**config.mk**
```make
export PLATFORM = sky130hd
export DESIGN_NAME = nvs_frontend
export DESIGN_NICKNAME = d
export VERILOG_FILES = /design/src/inc/nvs_pkg.sv /design/src/inc/nvs_pin_if.sv /design/src/verilog/nvs_pin_sync.sv /design/src/verilog/nvs_frontend.sv
export VERILOG_INCLUDE_DIRS = /design/src /design/src/inc
export SDC_FILE = /design/constraint.sdc
export NUM_CORES = 1
export LEC_CHECK = 0
export BUFFER_PORTS_ARGS = -buffer_cell sky130_fd_sc_hd__buf_2
export CORE_UTILIZATION = 40
export CTS_CLUSTER_SIZE = 24
export DETAILED_ROUTE_END_ITERATION = 8
export PLACE_DENSITY_LB_ADDON = 0.12
export SLEW_MARGIN = 10
export SYNTH_ARGS = -nofsm -noshare
export SYNTH_HDL_FRONTEND = slang
export SYNTH_HIERARCHICAL = 1
export SYNTH_SLANG_ARGS = --single-unit
export TNS_END_PERCENT = 30
```
**constraint.sdc**
```tcl
create_clock -name ref_clk -period 3.5 [get_ports ref_clk]
set_input_delay 0.7 -clock ref_clk [delete_from_list [all_inputs] [get_ports ref_clk]]
set_output_delay 0.7 -clock ref_clk [all_outputs]
set_load 0.02 [all_outputs]
```
**src/inc/nvs_params.svh**
```systemverilog
// constants of the serial command front end
`ifndef NVS_PARAMS_SVH
`define NVS_PARAMS_SVH

// opcode values
`define NVS_OP_SET_WRITE_ENABLE_CMD_VAL 8'h06
`define NVS_OP_CLEAR_WRITE_ENABLE_CMD_VAL 8'h04
`define NVS_OP_WRITE 8'h02
`define NVS_OP_READ 8'h03
`define NVS_OP_SEC_WRITE 8'h12
`define NVS_OP_SEC_READ 8'h13
`define NVS_OP_SR_WRITE 8'h01
`define NVS_OP_SR_READ 8'h05
`define NVS_OP_STORE 8'h08
`define NVS_OP_RECALL 8'h09
`define NVS_OP_USR_WRITE 8'hC2
`define NVS_OP_USR_READ 8'hC3
`define NVS_OP_HIBERNATE 8'hB9

// frame lengths in bytes
`define NVS_ADDR_BYTES 2
`define NVS_CRC_BYTES 64
`define NVS_USER_BYTES 16

// write enable latch position in the status byte
`define NVS_WEL_BIT 1

// pin positions in the synchroniser vector and their idle levels
`define NVS_PIN_SCK 0
`define NVS_PIN_CS 1
`define NVS_PIN_SI 2
`define NVS_PIN_HOLD 3
`define NVS_PIN_COUNT 4
`define NVS_PIN_IDLE 4'hA

`endif

```
**src/inc/nvs_pkg.sv**
```systemverilog
// types shared by the serial command front end
package nvs_pkg;
  `include "nvs_params.svh"

  // frame phase, one-hot
  typedef enum logic [4:0] {
    PH_OPCODE = 5'h01,
    PH_ADDR = 5'h02,
    PH_DATA = 5'h04,
    PH_IGNORE = 5'h08,
    PH_SPARE = 5'h10
  } nvs_phase_t;

  // decoded instruction set
  typedef enum logic [7:0] {
    OP_SET_WE = `NVS_OP_SET_WRITE_ENABLE_CMD_VAL,
    OP_CLR_WE = `NVS_OP_CLEAR_WRITE_ENABLE_CMD_VAL,
    OP_WRITE = `NVS_OP_WRITE,
    OP_READ = `NVS_OP_READ,
    OP_SEC_WRITE = `NVS_OP_SEC_WRITE,
    OP_SEC_READ = `NVS_OP_SEC_READ,
    OP_SR_WRITE = `NVS_OP_SR_WRITE,
    OP_SR_READ = `NVS_OP_SR_READ,
    OP_STORE = `NVS_OP_STORE,
    OP_RECALL = `NVS_OP_RECALL,
    OP_USR_WRITE = `NVS_OP_USR_WRITE,
    OP_USR_READ = `NVS_OP_USR_READ,
    OP_HIBERNATE = `NVS_OP_HIBERNATE
  } nvs_op_t;
endpackage

```
**src/inc/nvs_pin_if.sv**
```systemverilog
// raw and filtered pin levels between synchroniser and core
`timescale 1ns/1ps
interface nvs_pin_if;
  logic [3:0] raw;
  logic [3:0] clean;
  modport sync (input raw, output clean);
  modport core (output raw, input clean);
endinterface

```
**src/verilog/nvs_pin_sync.sv**
```systemverilog
// three-stage pin synchroniser with agreement filter
`timescale 1ns/1ps
module nvs_pin_sync #(
  parameter int W = 4,
  parameter logic [3:0] IDLE = 4'hA
) (
  input wire logic ref_clk,
  input wire logic nrst,
  nvs_pin_if.sync pins
);
  logic [W-1:0] ff1;
  logic [W-1:0] ff2;
  logic [W-1:0] ff3;
  logic [W-1:0] level;

  // ff1 feeds only ff2; the filter looks at ff2 and ff3
  always_ff @(posedge ref_clk) begin
    if (!nrst) begin
      ff1 <= IDLE[W-1:0];
      ff2 <= IDLE[W-1:0];
      ff3 <= IDLE[W-1:0];
    end else begin
      ff1 <= pins.raw;
      ff2 <= ff1;
      ff3 <= ff2;
    end
  end

  // a change counts once two stages agree
  always_ff @(posedge ref_clk) begin
    if (!nrst) begin
      level <= IDLE[W-1:0];
    end else begin
      for (int i = 0; i < W; i++) begin
        if (ff2[i] == ff3[i]) begin
          level[i] <= ff3[i];
        end
      end
    end
  end

  assign pins.clean = level;
endmodule // nvs_pin_sync

```
**src/verilog/nvs_frontend.sv**
```systemverilog
// serial slave command front end of the backed-up sram
`timescale 1ns/1ps
`include "nvs_params.svh"
module nvs_frontend #(
  parameter int ADDR_BYTES = `NVS_ADDR_BYTES,
  parameter int CRC_BYTES = `NVS_CRC_BYTES
) (
  input wire logic ref_clk,
  input wire logic nrst,
  input wire logic sck,
  input wire logic cs_n,
  input wire logic si,
  input wire logic hold_n,
  output logic so_out,
  output logic so_oe,
  input wire logic [7:0] status_in,
  input wire logic [7:0] tx_data,
  output logic tx_req,
  input wire logic protect_hit,
  output nvs_pkg::nvs_op_t opcode,
  output logic opcode_valid,
  output logic [7:0] rx_byte,
  output logic rx_valid,
  output logic rx_is_addr,
  output logic cmd_done,
  output logic cmd_abort,
  output logic write_enable_latch
);
  import nvs_pkg::*;

  nvs_pin_if pins ();
  logic sck_s, cs_n_s, si_s, hold_s;
  logic sck_q, cs_q;
  logic sck_rise, sck_fall, cs_rise, sel;
  logic paused;
  nvs_phase_t phase;
  logic [2:0] bit_cnt;
  logic [7:0] addr_left;
  logic [7:0] data_cnt;
  logic [7:0] sh;
  logic [7:0] next_sh;
  logic [7:0] tx_sh;
  logic [7:0] tx_byte;
  logic out_act;
  logic byte_done;
  logic [7:0] op_eff;
  logic tx_load;
  logic len_ok;
  logic wel_set, wel_clr;
  logic is_wr;

  // pins from outside pass three stages and a filter register before use
  assign pins.raw = {hold_n, si, cs_n, sck};

  nvs_pin_sync #(
    .W(`NVS_PIN_COUNT),
    .IDLE(`NVS_PIN_IDLE)
  ) u_sync (
    .ref_clk(ref_clk),
    .nrst(nrst),
    .pins(pins)
  );

  assign sck_s = pins.clean[`NVS_PIN_SCK];
  assign cs_n_s = pins.clean[`NVS_PIN_CS];
  assign si_s = pins.clean[`NVS_PIN_SI];
  assign hold_s = pins.clean[`NVS_PIN_HOLD];

  // previous levels for edge finding
  always_ff @(posedge ref_clk) begin
    if (!nrst) begin
      sck_q <= 1'b0;
      cs_q <= 1'b1;
    end else begin
      sck_q <= sck_s;
      cs_q <= cs_n_s;
    end
  end

  assign sck_rise = sck_s & ~sck_q;
  assign sck_fall = ~sck_s & sck_q;
  assign cs_rise = cs_n_s & ~cs_q;
  assign sel = ~cs_n_s;

  // opcode class helpers
  function automatic logic has_addr(input logic [7:0] op);
    has_addr = (op == `NVS_OP_WRITE) || (op == `NVS_OP_READ) ||
               (op == `NVS_OP_SEC_WRITE) || (op == `NVS_OP_SEC_READ);
  endfunction

  function automatic logic has_data(input logic [7:0] op);
    has_data = (op == `NVS_OP_SR_WRITE) || (op == `NVS_OP_SR_READ) ||
               (op == `NVS_OP_USR_WRITE) || (op == `NVS_OP_USR_READ);
  endfunction

  function automatic logic is_read(input logic [7:0] op);
    is_read = (op == `NVS_OP_READ) || (op == `NVS_OP_SEC_READ) ||
              (op == `NVS_OP_SR_READ) || (op == `NVS_OP_USR_READ);
  endfunction

  // pause tracking; hold level is the sampled pin
  // enter only selected
  always_ff @(posedge ref_clk) begin
    if (!nrst || !sel) begin
      paused <= 1'b0;
    end else if (!sck_s) begin
      paused <= ~hold_s;
    end
  end

  assign next_sh = {sh[6:0], si_s};
  assign byte_done = sel && sck_rise && !paused && (bit_cnt == 3'h7);
  assign op_eff = (phase == PH_OPCODE) ? next_sh : opcode;

  // load read data once the header is in
  assign tx_load = byte_done && is_read(op_eff) &&
    ((phase == PH_OPCODE && !has_addr(next_sh)) ||
     (phase == PH_ADDR && addr_left == 8'h00) ||
     (phase == PH_DATA));
  assign tx_req = tx_load;

  always_comb begin
    tx_byte = tx_data;
    if (op_eff == `NVS_OP_SR_READ) begin
      tx_byte = status_in;
      tx_byte[`NVS_WEL_BIT] = write_enable_latch;
    end
  end

  // frame phase and counters
  // deselect restarts at the opcode
  always_ff @(posedge ref_clk) begin
    if (!nrst || cs_n_s) begin
      phase <= PH_OPCODE;
      bit_cnt <= 3'h0;
      addr_left <= 8'h00;
      data_cnt <= 8'h00;
      sh <= 8'h00;
    end else if (sck_rise && !paused) begin
      // first rise after select is bit 7
      sh <= next_sh;
      bit_cnt <= bit_cnt + 3'h1;
      if (bit_cnt == 3'h7) begin
        case (phase)
          PH_OPCODE: begin
            if (has_addr(next_sh)) begin
              phase <= PH_ADDR;
              addr_left <= 8'(ADDR_BYTES - 1);
            end else if (has_data(next_sh)) begin
              phase <= PH_DATA;
            end else begin
              phase <= PH_IGNORE;
            end
          end
          PH_ADDR: begin
            if (addr_left == 8'h00) begin
              phase <= PH_DATA;
            end else begin
              addr_left <= addr_left - 8'h01;
            end
          end
          PH_DATA: begin
            if (data_cnt != 8'hFF) begin
              data_cnt <= data_cnt + 8'h01;
            end
          end
          default: begin
            phase <= PH_IGNORE;
          end
        endcase
      end
    end
  end

  always_ff @(posedge ref_clk) begin
    if (!nrst) begin
      opcode <= OP_CLR_WE;
      opcode_valid <= 1'b0;
    end else if (cs_n_s) begin
      opcode_valid <= 1'b0;
    end else if (byte_done && phase == PH_OPCODE) begin
      opcode <= nvs_op_t'(next_sh);
      opcode_valid <= 1'b1;
    end
  end

  // received address and data bytes
  always_ff @(posedge ref_clk) begin
    if (!nrst) begin
      rx_byte <= 8'h00;
      rx_valid <= 1'b0;
      rx_is_addr <= 1'b0;
    end else begin
      rx_valid <= byte_done && (phase == PH_ADDR || phase == PH_DATA);
      if (byte_done) begin
        rx_byte <= next_sh;
        rx_is_addr <= (phase == PH_ADDR);
      end
    end
  end

  // output shifter, updated on falling clock
  always_ff @(posedge ref_clk) begin
    if (!nrst || cs_n_s) begin
      tx_sh <= 8'h00;
      so_out <= 1'b0;
      out_act <= 1'b0;
    end else if (tx_load) begin
      tx_sh <= tx_byte;
      out_act <= 1'b1;
    end else if (sck_fall && out_act && !paused) begin
      so_out <= tx_sh[7];
      tx_sh <= {tx_sh[6:0], 1'b0};
    end
  end

  // off at once when hold drops
  assign so_oe = sel && hold_s && !paused && out_act;

  // length check at frame close
  // crc write frames need the exact count
  // user space write needs all sixteen
  always_comb begin
    len_ok = (bit_cnt == 3'h0) && opcode_valid;
    case (opcode)
      OP_WRITE, OP_SR_WRITE: len_ok = len_ok && (data_cnt != 8'h00);
      OP_SEC_WRITE: len_ok = len_ok && (data_cnt == 8'(CRC_BYTES));
      OP_USR_WRITE: len_ok = len_ok &&
                             (data_cnt == 8'(`NVS_USER_BYTES));
      default: len_ok = len_ok;
    endcase
  end

  assign is_wr = (opcode == OP_WRITE) || (opcode == OP_SR_WRITE) ||
                 (opcode == OP_SEC_WRITE);

  // frame result pulses
  // store, recall complete here
  always_ff @(posedge ref_clk) begin
    if (!nrst) begin
      cmd_done <= 1'b0;
      cmd_abort <= 1'b0;
    end else begin
      cmd_done <= cs_rise && hold_s && len_ok &&
                  (!is_wr || write_enable_latch);
      cmd_abort <= cs_rise && !hold_s;
    end
  end

  // set when the set frame closes
  assign wel_set = cs_rise && hold_s && len_ok && opcode == OP_SET_WE;
  assign wel_clr = protect_hit || (cs_rise && !hold_s) ||
    (cs_rise && hold_s && len_ok &&
     (opcode == OP_CLR_WE || (is_wr && write_enable_latch)));

  // latch: set wins over a clear in the same cycle
  always_ff @(posedge ref_clk) begin
    if (!nrst) begin
      write_enable_latch <= 1'b0;
    end else if (wel_set) begin
      write_enable_latch <= 1'b1;
    end else if (wel_clr) begin
      write_enable_latch <= 1'b0;
    end
  end
endmodule // nvs_frontend

```
* After elaboration in Yosys (flattened, before gate mapping)
Cells that the tools add are included.
** Cells by class
- $add $sub $neg :: 3
- Equality and inequality tests :: 32
- Muxes and demuxes :: 14
- Bitwise logic cells :: 11
- Reduce and logical (&&, ||, !) cells :: 63
** Operators with widths (number)
- two-way mux 8 bit :: 6
- == test 8 x 5 -> 1 bit (second input constant) :: 5
- == test 8 x 2 -> 1 bit (second input constant) :: 4
- == test 8 x 3 -> 1 bit (second input constant) :: 4
- == test 8 bit (second input constant) :: 4
- logical AND 1 bit :: 26
- logical OR 1 bit :: 19
- == test 8 x 1 -> 1 bit (second input constant) :: 2
- case mux 8 bit (2 select lines) :: 1
- case mux 5 bit (3 select lines) :: 1
- adder 8 x 1 -> 8 bit (second input constant) :: 1
- == test 8 x 7 -> 1 bit (second input constant) :: 1
- zero test 8 bit :: 1
- two-way mux 4 bit :: 2
- != test 8 bit (second input constant) :: 1
- inverter 1 bit :: 8
- AND reduction 4 bit :: 2
- nonzero test 8 bit :: 1
- subtractor 8 x 1 -> 8 bit (second input constant) :: 1
- != test 2 bit (second input constant) :: 3
- nonzero test 2 bit :: 3
- == test 5 x 1 -> 1 bit (second input constant) :: 1
- == test 5 x 2 -> 1 bit (second input constant) :: 1
- == test 5 x 3 -> 1 bit (second input constant) :: 1
- 12 further kinds :: 24
** Storage, ports and cells
- Flip-flop bits (word level) :: 82
- Input bits :: 23
- Output and inout port bits :: 25
- Logic and storage cells :: 149

* Longest topological paths before layout
Gate-level depths: netlist of the first run.
- Depth in word-level cells :: 11
- Mapped depth :: 8
- Gate-level depth less buffers :: 8

* By module
The synthesis of the first run kept the hierarchy.
** By module, submodules not included
- nvs_frontend :: times used 1, cells an instance 364, area an instance 3180.6 um^2, seq. area each 1301.2 um^2
- nvs_pin_sync :: times used 1, cells an instance 41, area an instance 476.7 um^2, seq. area each 320.3 um^2

* Least setup slack after synthesis of the first run
OpenSTA, ideal clock, no wires.
- Path type :: flip-flop to output port
- Start point :: reg phase[1]
- End point :: out tx_req
- Arrival :: 1.773 ns
- Data required time :: 2.800 ns
- Path slack :: 1.027 ns
- Cell stages (with the launch flop) :: 6
- Buffers on the path :: 1
- Cells stage by stage :: dfxtp_1 > or4b_1 > buf_2 > o31a_1 > a2111o_1 > nor3_4
** Between the ends
- Longest elaborated chain between the ends :: 8
- Elaborated cells between the ends (all ways) :: 17
- Classes of those cells :: eq/ne: 7; mux: 1; reduce/logical: 9
** Ends and longest elaborated chain
- start: declaration :: line nvs_frontend.sv:36 : nvs_phase_t phase;
- start signal: assignment :: line nvs_frontend.sv:134 : phase <= PH_OPCODE;
- start signal: assignment :: line nvs_frontend.sv:147 : phase <= PH_ADDR;
- start signal: assignment :: line nvs_frontend.sv:150 : phase <= PH_DATA;
- == test 5 x 1 -> 1 bit :: line nvs_frontend.sv:113, nvs_frontend.sv:117
- two-way mux 8 bit :: line nvs_frontend.sv:113 : assign op_eff = (phase == PH_OPCODE) ? next_sh : opcode;
- == test 8 x 2 -> 1 bit (no source line) or == test 8 x 5 -> 1 bit (tied branches)
- logical OR 1 bit (3 in series) :: line nvs_frontend.sv:97 : is_read = (op == `NVS_OP_READ) || (op == `NVS_OP_SEC_READ) ||
- logical AND 1 bit :: line nvs_frontend.sv:116 : assign tx_load = byte_done && is_read(op_eff) &&
- logical AND 1 bit * :: line nvs_frontend.sv:116
- end: declaration :: line nvs_frontend.sv:18 : output logic tx_req,
Every way passes the cells marked *; elsewhere a longest branch is shown, timed or not.

* Worst setup path in the final report of the first run
- Start point :: reg phase[0]
- End point :: out tx_req
Same word-level chain as after synthesis.

==> summary.txt, run 1 <==
Layout Area Growth over Synthesis: 15.36%
I/O pin count: 48
WP buf/inv: 1
Internal: 1314 uW
CP max stage delay: 600 ps
WP data required: 2800 ps
RSZ-0062 raised after global routing: no
top-count cell post-synth: dfxtp_1
# rows: 34
Net Sw Frac: 21.95%
most common library cells after synthesis: 81 x dfxtp_1, 52 x nor2_1, 37 x nand2_1, 17 x o21ai_0
Main synth FF type: dfxtp_1
area of the core: 8806 um^2
Placer Congestion: 0.8132
Vias/cell: 5.270
WP data arrival: 2420 ps
syn_area_per_cell: 9.030 um^2
fin. max-slew vios: 0
I/O Buffers: 46
Worst-Skew Late Latency: 370 ps
Iter 0 DRT Violations: 135
flops & latches, synth: 81
Final period util: 89.17%
vias: 2983
initial antenna violation count: 0
Relative slew margins: 51.55%
Final min period: 3121 ps
Initial Util: 41.53%
hold violation count in the final report: 0
gr usage total: 18.46%
Synthesis Warnings: 6
clock root buffer: clkbuf_8
post-synthesis mux area share: 4.413%
Worst-path clk slew: 90 ps
share of cells above drive strength 1: 17.25%
Worst-Margin Slew: 721.9 ps
CP delay by family, top: simple AND/OR/NAND/NOR gates
Achievable Freq: 320.4 MHz
1st-pass router iterations: 6
clk_skew: 8.481 ps
largest net degree at the start of global routing: 38
post-CTS sizing: 0
part of the Yosys area used for sequential elements: 44.34%
Cells after Synth: 405
Post-synth EDFFs: 0
Synth Area in Simple Gates: 27.75%
switching pwr: 369.6 uW
clock sink count: 81
Leak Pwr: 0.001497 uW
drc violations: 5
largest family of logic cells by synthesized area: simple AND/OR/NAND/NOR gates
post-synth top area cell: dfxtp_1
crit path kind: reg2out
Synth async-reset ratio: 0%
WL per Instance: 14.44 um
Post-Syn Nets: 435
max-cap viol count: 0
vias in the first global route: 2914
crit-path cells: or4b_1, o31a_1, a2111o_1, nor3_4, buf_2
Die Y: 97.62 um
Num CTS Buffers: 9
die width: 97.62 um
startpoint types: flip-flop
Worst Hold Class: reg2reg
Post-CTS Setup Inserts: 0
remaining global-route overflow: 0
Netlist cell types: 58
Longest Clk Path Bufs: 2
Synth area leaders: dfxtp_1 44%, nor2_1 5.3%, mux2i_1 4.1%
CTS tree: done
xor/xnor share of the synthesized area: 3.832%
H-Tree Depth: 3
Slowest-stage cell, CP: or4b_1
critical path capture point type: output port
Finish-stage setup viols: 0
setup tns final: 0 ps
DRT antenna net count: 0
n_diodes: 0
Clk network pwr share: 43.3%
critical path fanouts, max: 8
P per Cell Area: 399.1 nW/um^2
Peak VDD IR: 0.0001971 V
first-pass GRT wire length: 13920 um
Final nets: 483
failing checks: design-rule violations
aggregate routed wire length: 8173 um
Synth Area in Compound Gates: 14.44%
Cell Area, Synth: 3657 um^2
logic gate share of total power: 1.6%
post-synthesis adder-cell area fraction: 2.395%
outcome: finished, violations left
Die ar.: 9530 um^2
Flop pwr share: 55.1%
Final Util: 47.91%
Post-CTS Hold Buffers: 0
top-area cell type share of the netlist area: 44.34%
dpl hpwl: 5789 um
final timing paths:
kind | from | endpoint | slack [ps] | cells past startpoint
max reg2reg | phase[0] | tx_sh[6] | 1030 | 6
min reg2reg | u_sync/ff1[1] | u_sync/ff2[1] | 410 | 1
max | phase[0] | tx_req | 380 | 5
min | u_sync/ff1[1] | u_sync/ff2[1] | 410 | 1
power by group through the flow:
stage | combinational (uW) | sequential, uW | clock, uW
after floorplan | 12.4 | 950 | 0
after global placement | 26.4 | 950 | 0
after detailed placement | 26.9 | 950 | 0
after CTS | 27.1 | 929 | 748
after global routing | 29.6 | 930 | 796
final | 26.6 | 929 | 729
metrics by stage:
step | hold WS (ps) | instances | worst slack [ps] | total power (uW) | cell area [um^2]
after floorplan | 384.6 | 405 | 1027 | 962.0 | 3657
after global placement | 388.8 | 550 | 784.8 | 976.6 | 4005
after detailed placement | 393.5 | 550 | 782.4 | 977.3 | 4005
after CTS | 414.1 | 566 | 370.5 | 1704 | 4219
after global routing | 433.2 | 566 | 187.1 | 1756 | 4219
final | 409.9 | 566 | 378.9 | 1684 | 4219
state kept, by name, summed over array words and instances (netlist names), 3 cells and up:
name               cells
addr_left              8
data_cnt               8
opcode                 8
rx_byte                8
tx_sh                  8
sh                     7
phase                  4
u_sync/ff1             4
u_sync/ff2             4
u_sync/ff3             4
u_sync/pins.clean      4
bit_cnt                3
cell families after synthesis:
group / after synthesis
and+or+nand+nor: 185
DFF: 81
AOI/OAI and AO/OA: 74
buffers and inverters: 26
xor gates and xnor gates: 16
muxes: 16
adders and majority gates: 7
final cells by class:
class                   instances  area, um^2
fillers                       855        4587
multi-input cells             298        1932
well taps                     108       135.1
inverters                      11       41.29
repair buffers                 52       275.3
flip-flops and latches         81        1622
clock buffers                  11       151.4
clock inverters                 5       62.56
cells in the final DEF (no fill, tap or decap), types with 6 or more instances in the layout:
cell / instances
dfxtp_1: 81
nor2_1: 52
buf_2: 46
nand2_1: 37
o21ai_0: 17
nand2b_1: 15
mux2i_1: 15
a21boi_0: 15
nor2b_1: 14
inv_1: 11
a21oi_1: 11
clkbuf_8: 11
xor2_1: 10
nand4_1: 9
nand3_1: 7
and2_1: 7
a221o_1: 7
ha_1: 7
nor4_1: 6
xnor2_1: 6
buf_4: 6
layer usage:
layer / track usage [%] / routed length [um] / part of all wire (%)
met1: 24.01 / 3980 / 49
met2: 28.70 / 3647 / 45
met3: 4.604 / 363 / 4.4
met4: 8.508 / 182 / 2.2
met5: 0 / 0 / 0
Power figures use the tool's default switching activity.
==> inputs of run 2 (changes only) <==
--- a/config.mk
+++ b/config.mk
@@ -7,6 +7,7 @@
 export NUM_CORES = 1
 export LEC_CHECK = 0
 export BUFFER_PORTS_ARGS = -buffer_cell sky130_fd_sc_hd__buf_2
+export CAP_MARGIN = 20
 export CORE_UTILIZATION = 40
 export CTS_CLUSTER_SIZE = 24
 export DETAILED_ROUTE_END_ITERATION = 8
@@ -14,6 +15,5 @@
 export SLEW_MARGIN = 10
 export SYNTH_ARGS = -nofsm -noshare
 export SYNTH_HDL_FRONTEND = slang
-export SYNTH_HIERARCHICAL = 1
 export SYNTH_SLANG_ARGS = --single-unit
 export TNS_END_PERCENT = 30
==> summary.txt, run 2 <==
I/O Buffers: 46
Die Y: 97.47 um
P per Cell Area: 388.8 nW/um^2
flip-flop and latch area: 1622 um^2
Relative slew margins: 54.34%
Synth async-reset ratio: 0%
Vias/cell: 5.258
crit path from: opcode[3]
Layout Area Growth over Synthesis: 15.31%
dpl hpwl: 5627 um
syn_area_per_cell: 9.002 um^2
vias: 2971
DRT antenna net count: 0
most common library cells after synthesis: 81 x dfxtp_1, 58 x nor2_1, 39 x nand2_1, 24 x a21oi_1, 18 x mux2i_1
most frequent cells in the layout: 81 x dfxtp_1, 58 x nor2_1, 46 x buf_2
commonest non-fill, non-tap cell in the layout: dfxtp_1
WL per Instance: 14.37 um
Post-CTS Hold Buffers: 0
1st-pass router iterations: 4
startpoint types: flip-flop
setup tns final: 0 ps
Netlist cell types: 58
Fillers: 856
gr usage total: 17.95%
Iter 0 DRT Violations: 73
critical path capture point type: output port
n_diodes: 0
top-count cell post-synth: dfxtp_1
Final min period: 3348 ps
Post-CTS Setup Inserts: 0
Num CTS Buffers: 9
fin. max-slew vios: 0
Cell Area, Synth: 3646 um^2
Post-synth EDFFs: 0
switching pwr: 361.0 uW
max-cap viol count: 0
post-synth top area cell: dfxtp_1
Initial Util: 41.60%
RSZ-0062 raised after global routing: no
flops & latches, synth: 81
Worst Reg2Reg Path Length in Cells: 6
part of the Yosys area used for sequential elements: 44.47%
Clk network pwr share: 41.5%
post-CTS sizing: 0
I/O pin count: 48
crit path to: tx_req
clk_skew: 8.612 ps
Final nets: 482
Synthesis Warnings: 0
WP data arrival: 2650 ps
Final period util: 95.66%
logic gate share of total power: 1.7%
Finish-stage setup viols: 0
Achievable Freq: 298.7 MHz
clock sink count: 81
Internal: 1273 uW
# rows: 34
Synth area leaders: dfxtp_1 44%, nor2_1 6.0%, mux2i_1 4.9%
top-area cell type share of the netlist area: 44.47%
aggregate routed wire length: 8120 um
area of the core: 8763 um^2
Die ar.: 9500 um^2
Longest Clk Path Bufs: 2
Cells after Synth: 405
Worst-Margin Slew: 678.6 ps
Placer Congestion: 0.8246
Main synth FF type: dfxtp_1
Post-Syn Nets: 435
critical path fanouts, max: 5
share of cells above drive strength 1: 18.82%
crit path kind: reg2out
Peak VDD IR: 0.0002332 V
Flop pwr share: 56.8%
hold violation count in the final report: 0
largest net degree at the start of global routing: 30
Leak Pwr: 0.001572 uW
vias in the first global route: 2847
die width: 97.47 um
remaining global-route overflow: 0
r2r setup slk: 1090 ps
r2r endpoint: tx_sh[3]
initial antenna violation count: 0
outcome: completed
Worst-Skew Late Latency: 350 ps
clock root buffer: clkbuf_8
Final Util: 47.97%
drc violations: 0
WP data required: 2800 ps
RR Startpoint: opcode[3]
Multi-input gate area: 1912 um^2
H-Tree Depth: 3
first-pass GRT wire length: 13710 um
CTS tree: done
Worst-path clk slew: 80 ps
Net Sw Frac: 22.09%
Worst Hold Class: reg2reg
==> run 2: cell count changes in the layout (fill, tap and decap cells not counted), moves of 7 or more <==
cell / delta
a221o_1: -7
and3_1: +7
o21ai_1: +7
a21oi_1: +13
a21boi_0: -15
nor2b_1: -10
==> run 2: worst max-delay path, cell delays in order, from the launching register on <==
cell     delay [ps]
dfxtp_1         350
nor4_1          630
nand3_1         290
and3_1          270
a311o_1         320
nor3_1          220
buf_2           220
==> run 2: logic make-up (layout without fill, tap and decap cells) <==
logic type      Yosys count  count (layout)  share of synthesized area, %
flops                    81              81                         44.48
fa+ha+maj                 7               7                         2.402
buf+inv                  27              79                         3.088
simple gates            184             184                         28.21
compound gates           66              66                         10.74
mux                      26              26                         7.721
xor+xnor                 14              14                         3.363
==> run 2: layer usage <==
layer  routed length [um]  global-route usage [%]
met1                 4117                   24.08
met2                 3566                   27.97
met3                  264                   3.237
met4                  172                   8.371
met5                    0                       0
==> run 2: final cells by class <==
cell class                 count  area share [%]
sequential                    81           38.57
inverter                      10          0.8929
tap                          108           3.214
timing repair buffer          53           7.202
multi-input combinational    297           45.48
clock buffer                  10           3.036
clock inverter                 6           1.607
==> run 2: worst min path at each step <==
stage / from / end / slack [ps] / cells past startpoint
after detailed placement: u_sync.ff1[1] / u_sync.ff2[1] / 400 / 1
after global placement: u_sync.ff1[1] / u_sync.ff2[1] / 390 / 1
final: u_sync.ff1[1] / u_sync.ff2[1] / 420 / 1
after global routing: u_sync.ff1[1] / u_sync.ff2[1] / 440 / 1
after floorplan: u_sync.ff1[1] / u_sync.ff2[1] / 390 / 1
after CTS: u_sync.ff1[3] / u_sync.ff2[3] / 420 / 1
==> run 2: metrics by stage <==
stage               hold WS [ps]  setup WS (ps)  std cells  power [uW]  area, um^2
global route               438.2          31.45        565        1704        4204
global placement           391.5          625.2        548       977.7        3981
floorplan                  386.3          759.3        405       962.2        3646
CTS                        423.1          171.6        564        1658        4177
detailed placement         401.1          557.5        548       978.7        3981
finish                     415.4          151.9        565        1634        4204
==> run 2: power groups by stage <==
| stage | combinational (uW) | sequential (uW) | clock, uW |
|---|---|---|---|
| floorplan | 12.6 | 950 | 0 |
| global placement | 27.6 | 950 | 0 |
| global route | 31.8 | 929 | 743 |
| detailed placement | 28.4 | 950 | 0 |
| CTS | 28.6 | 928 | 700 |
| finish | 28.4 | 928 | 678 |
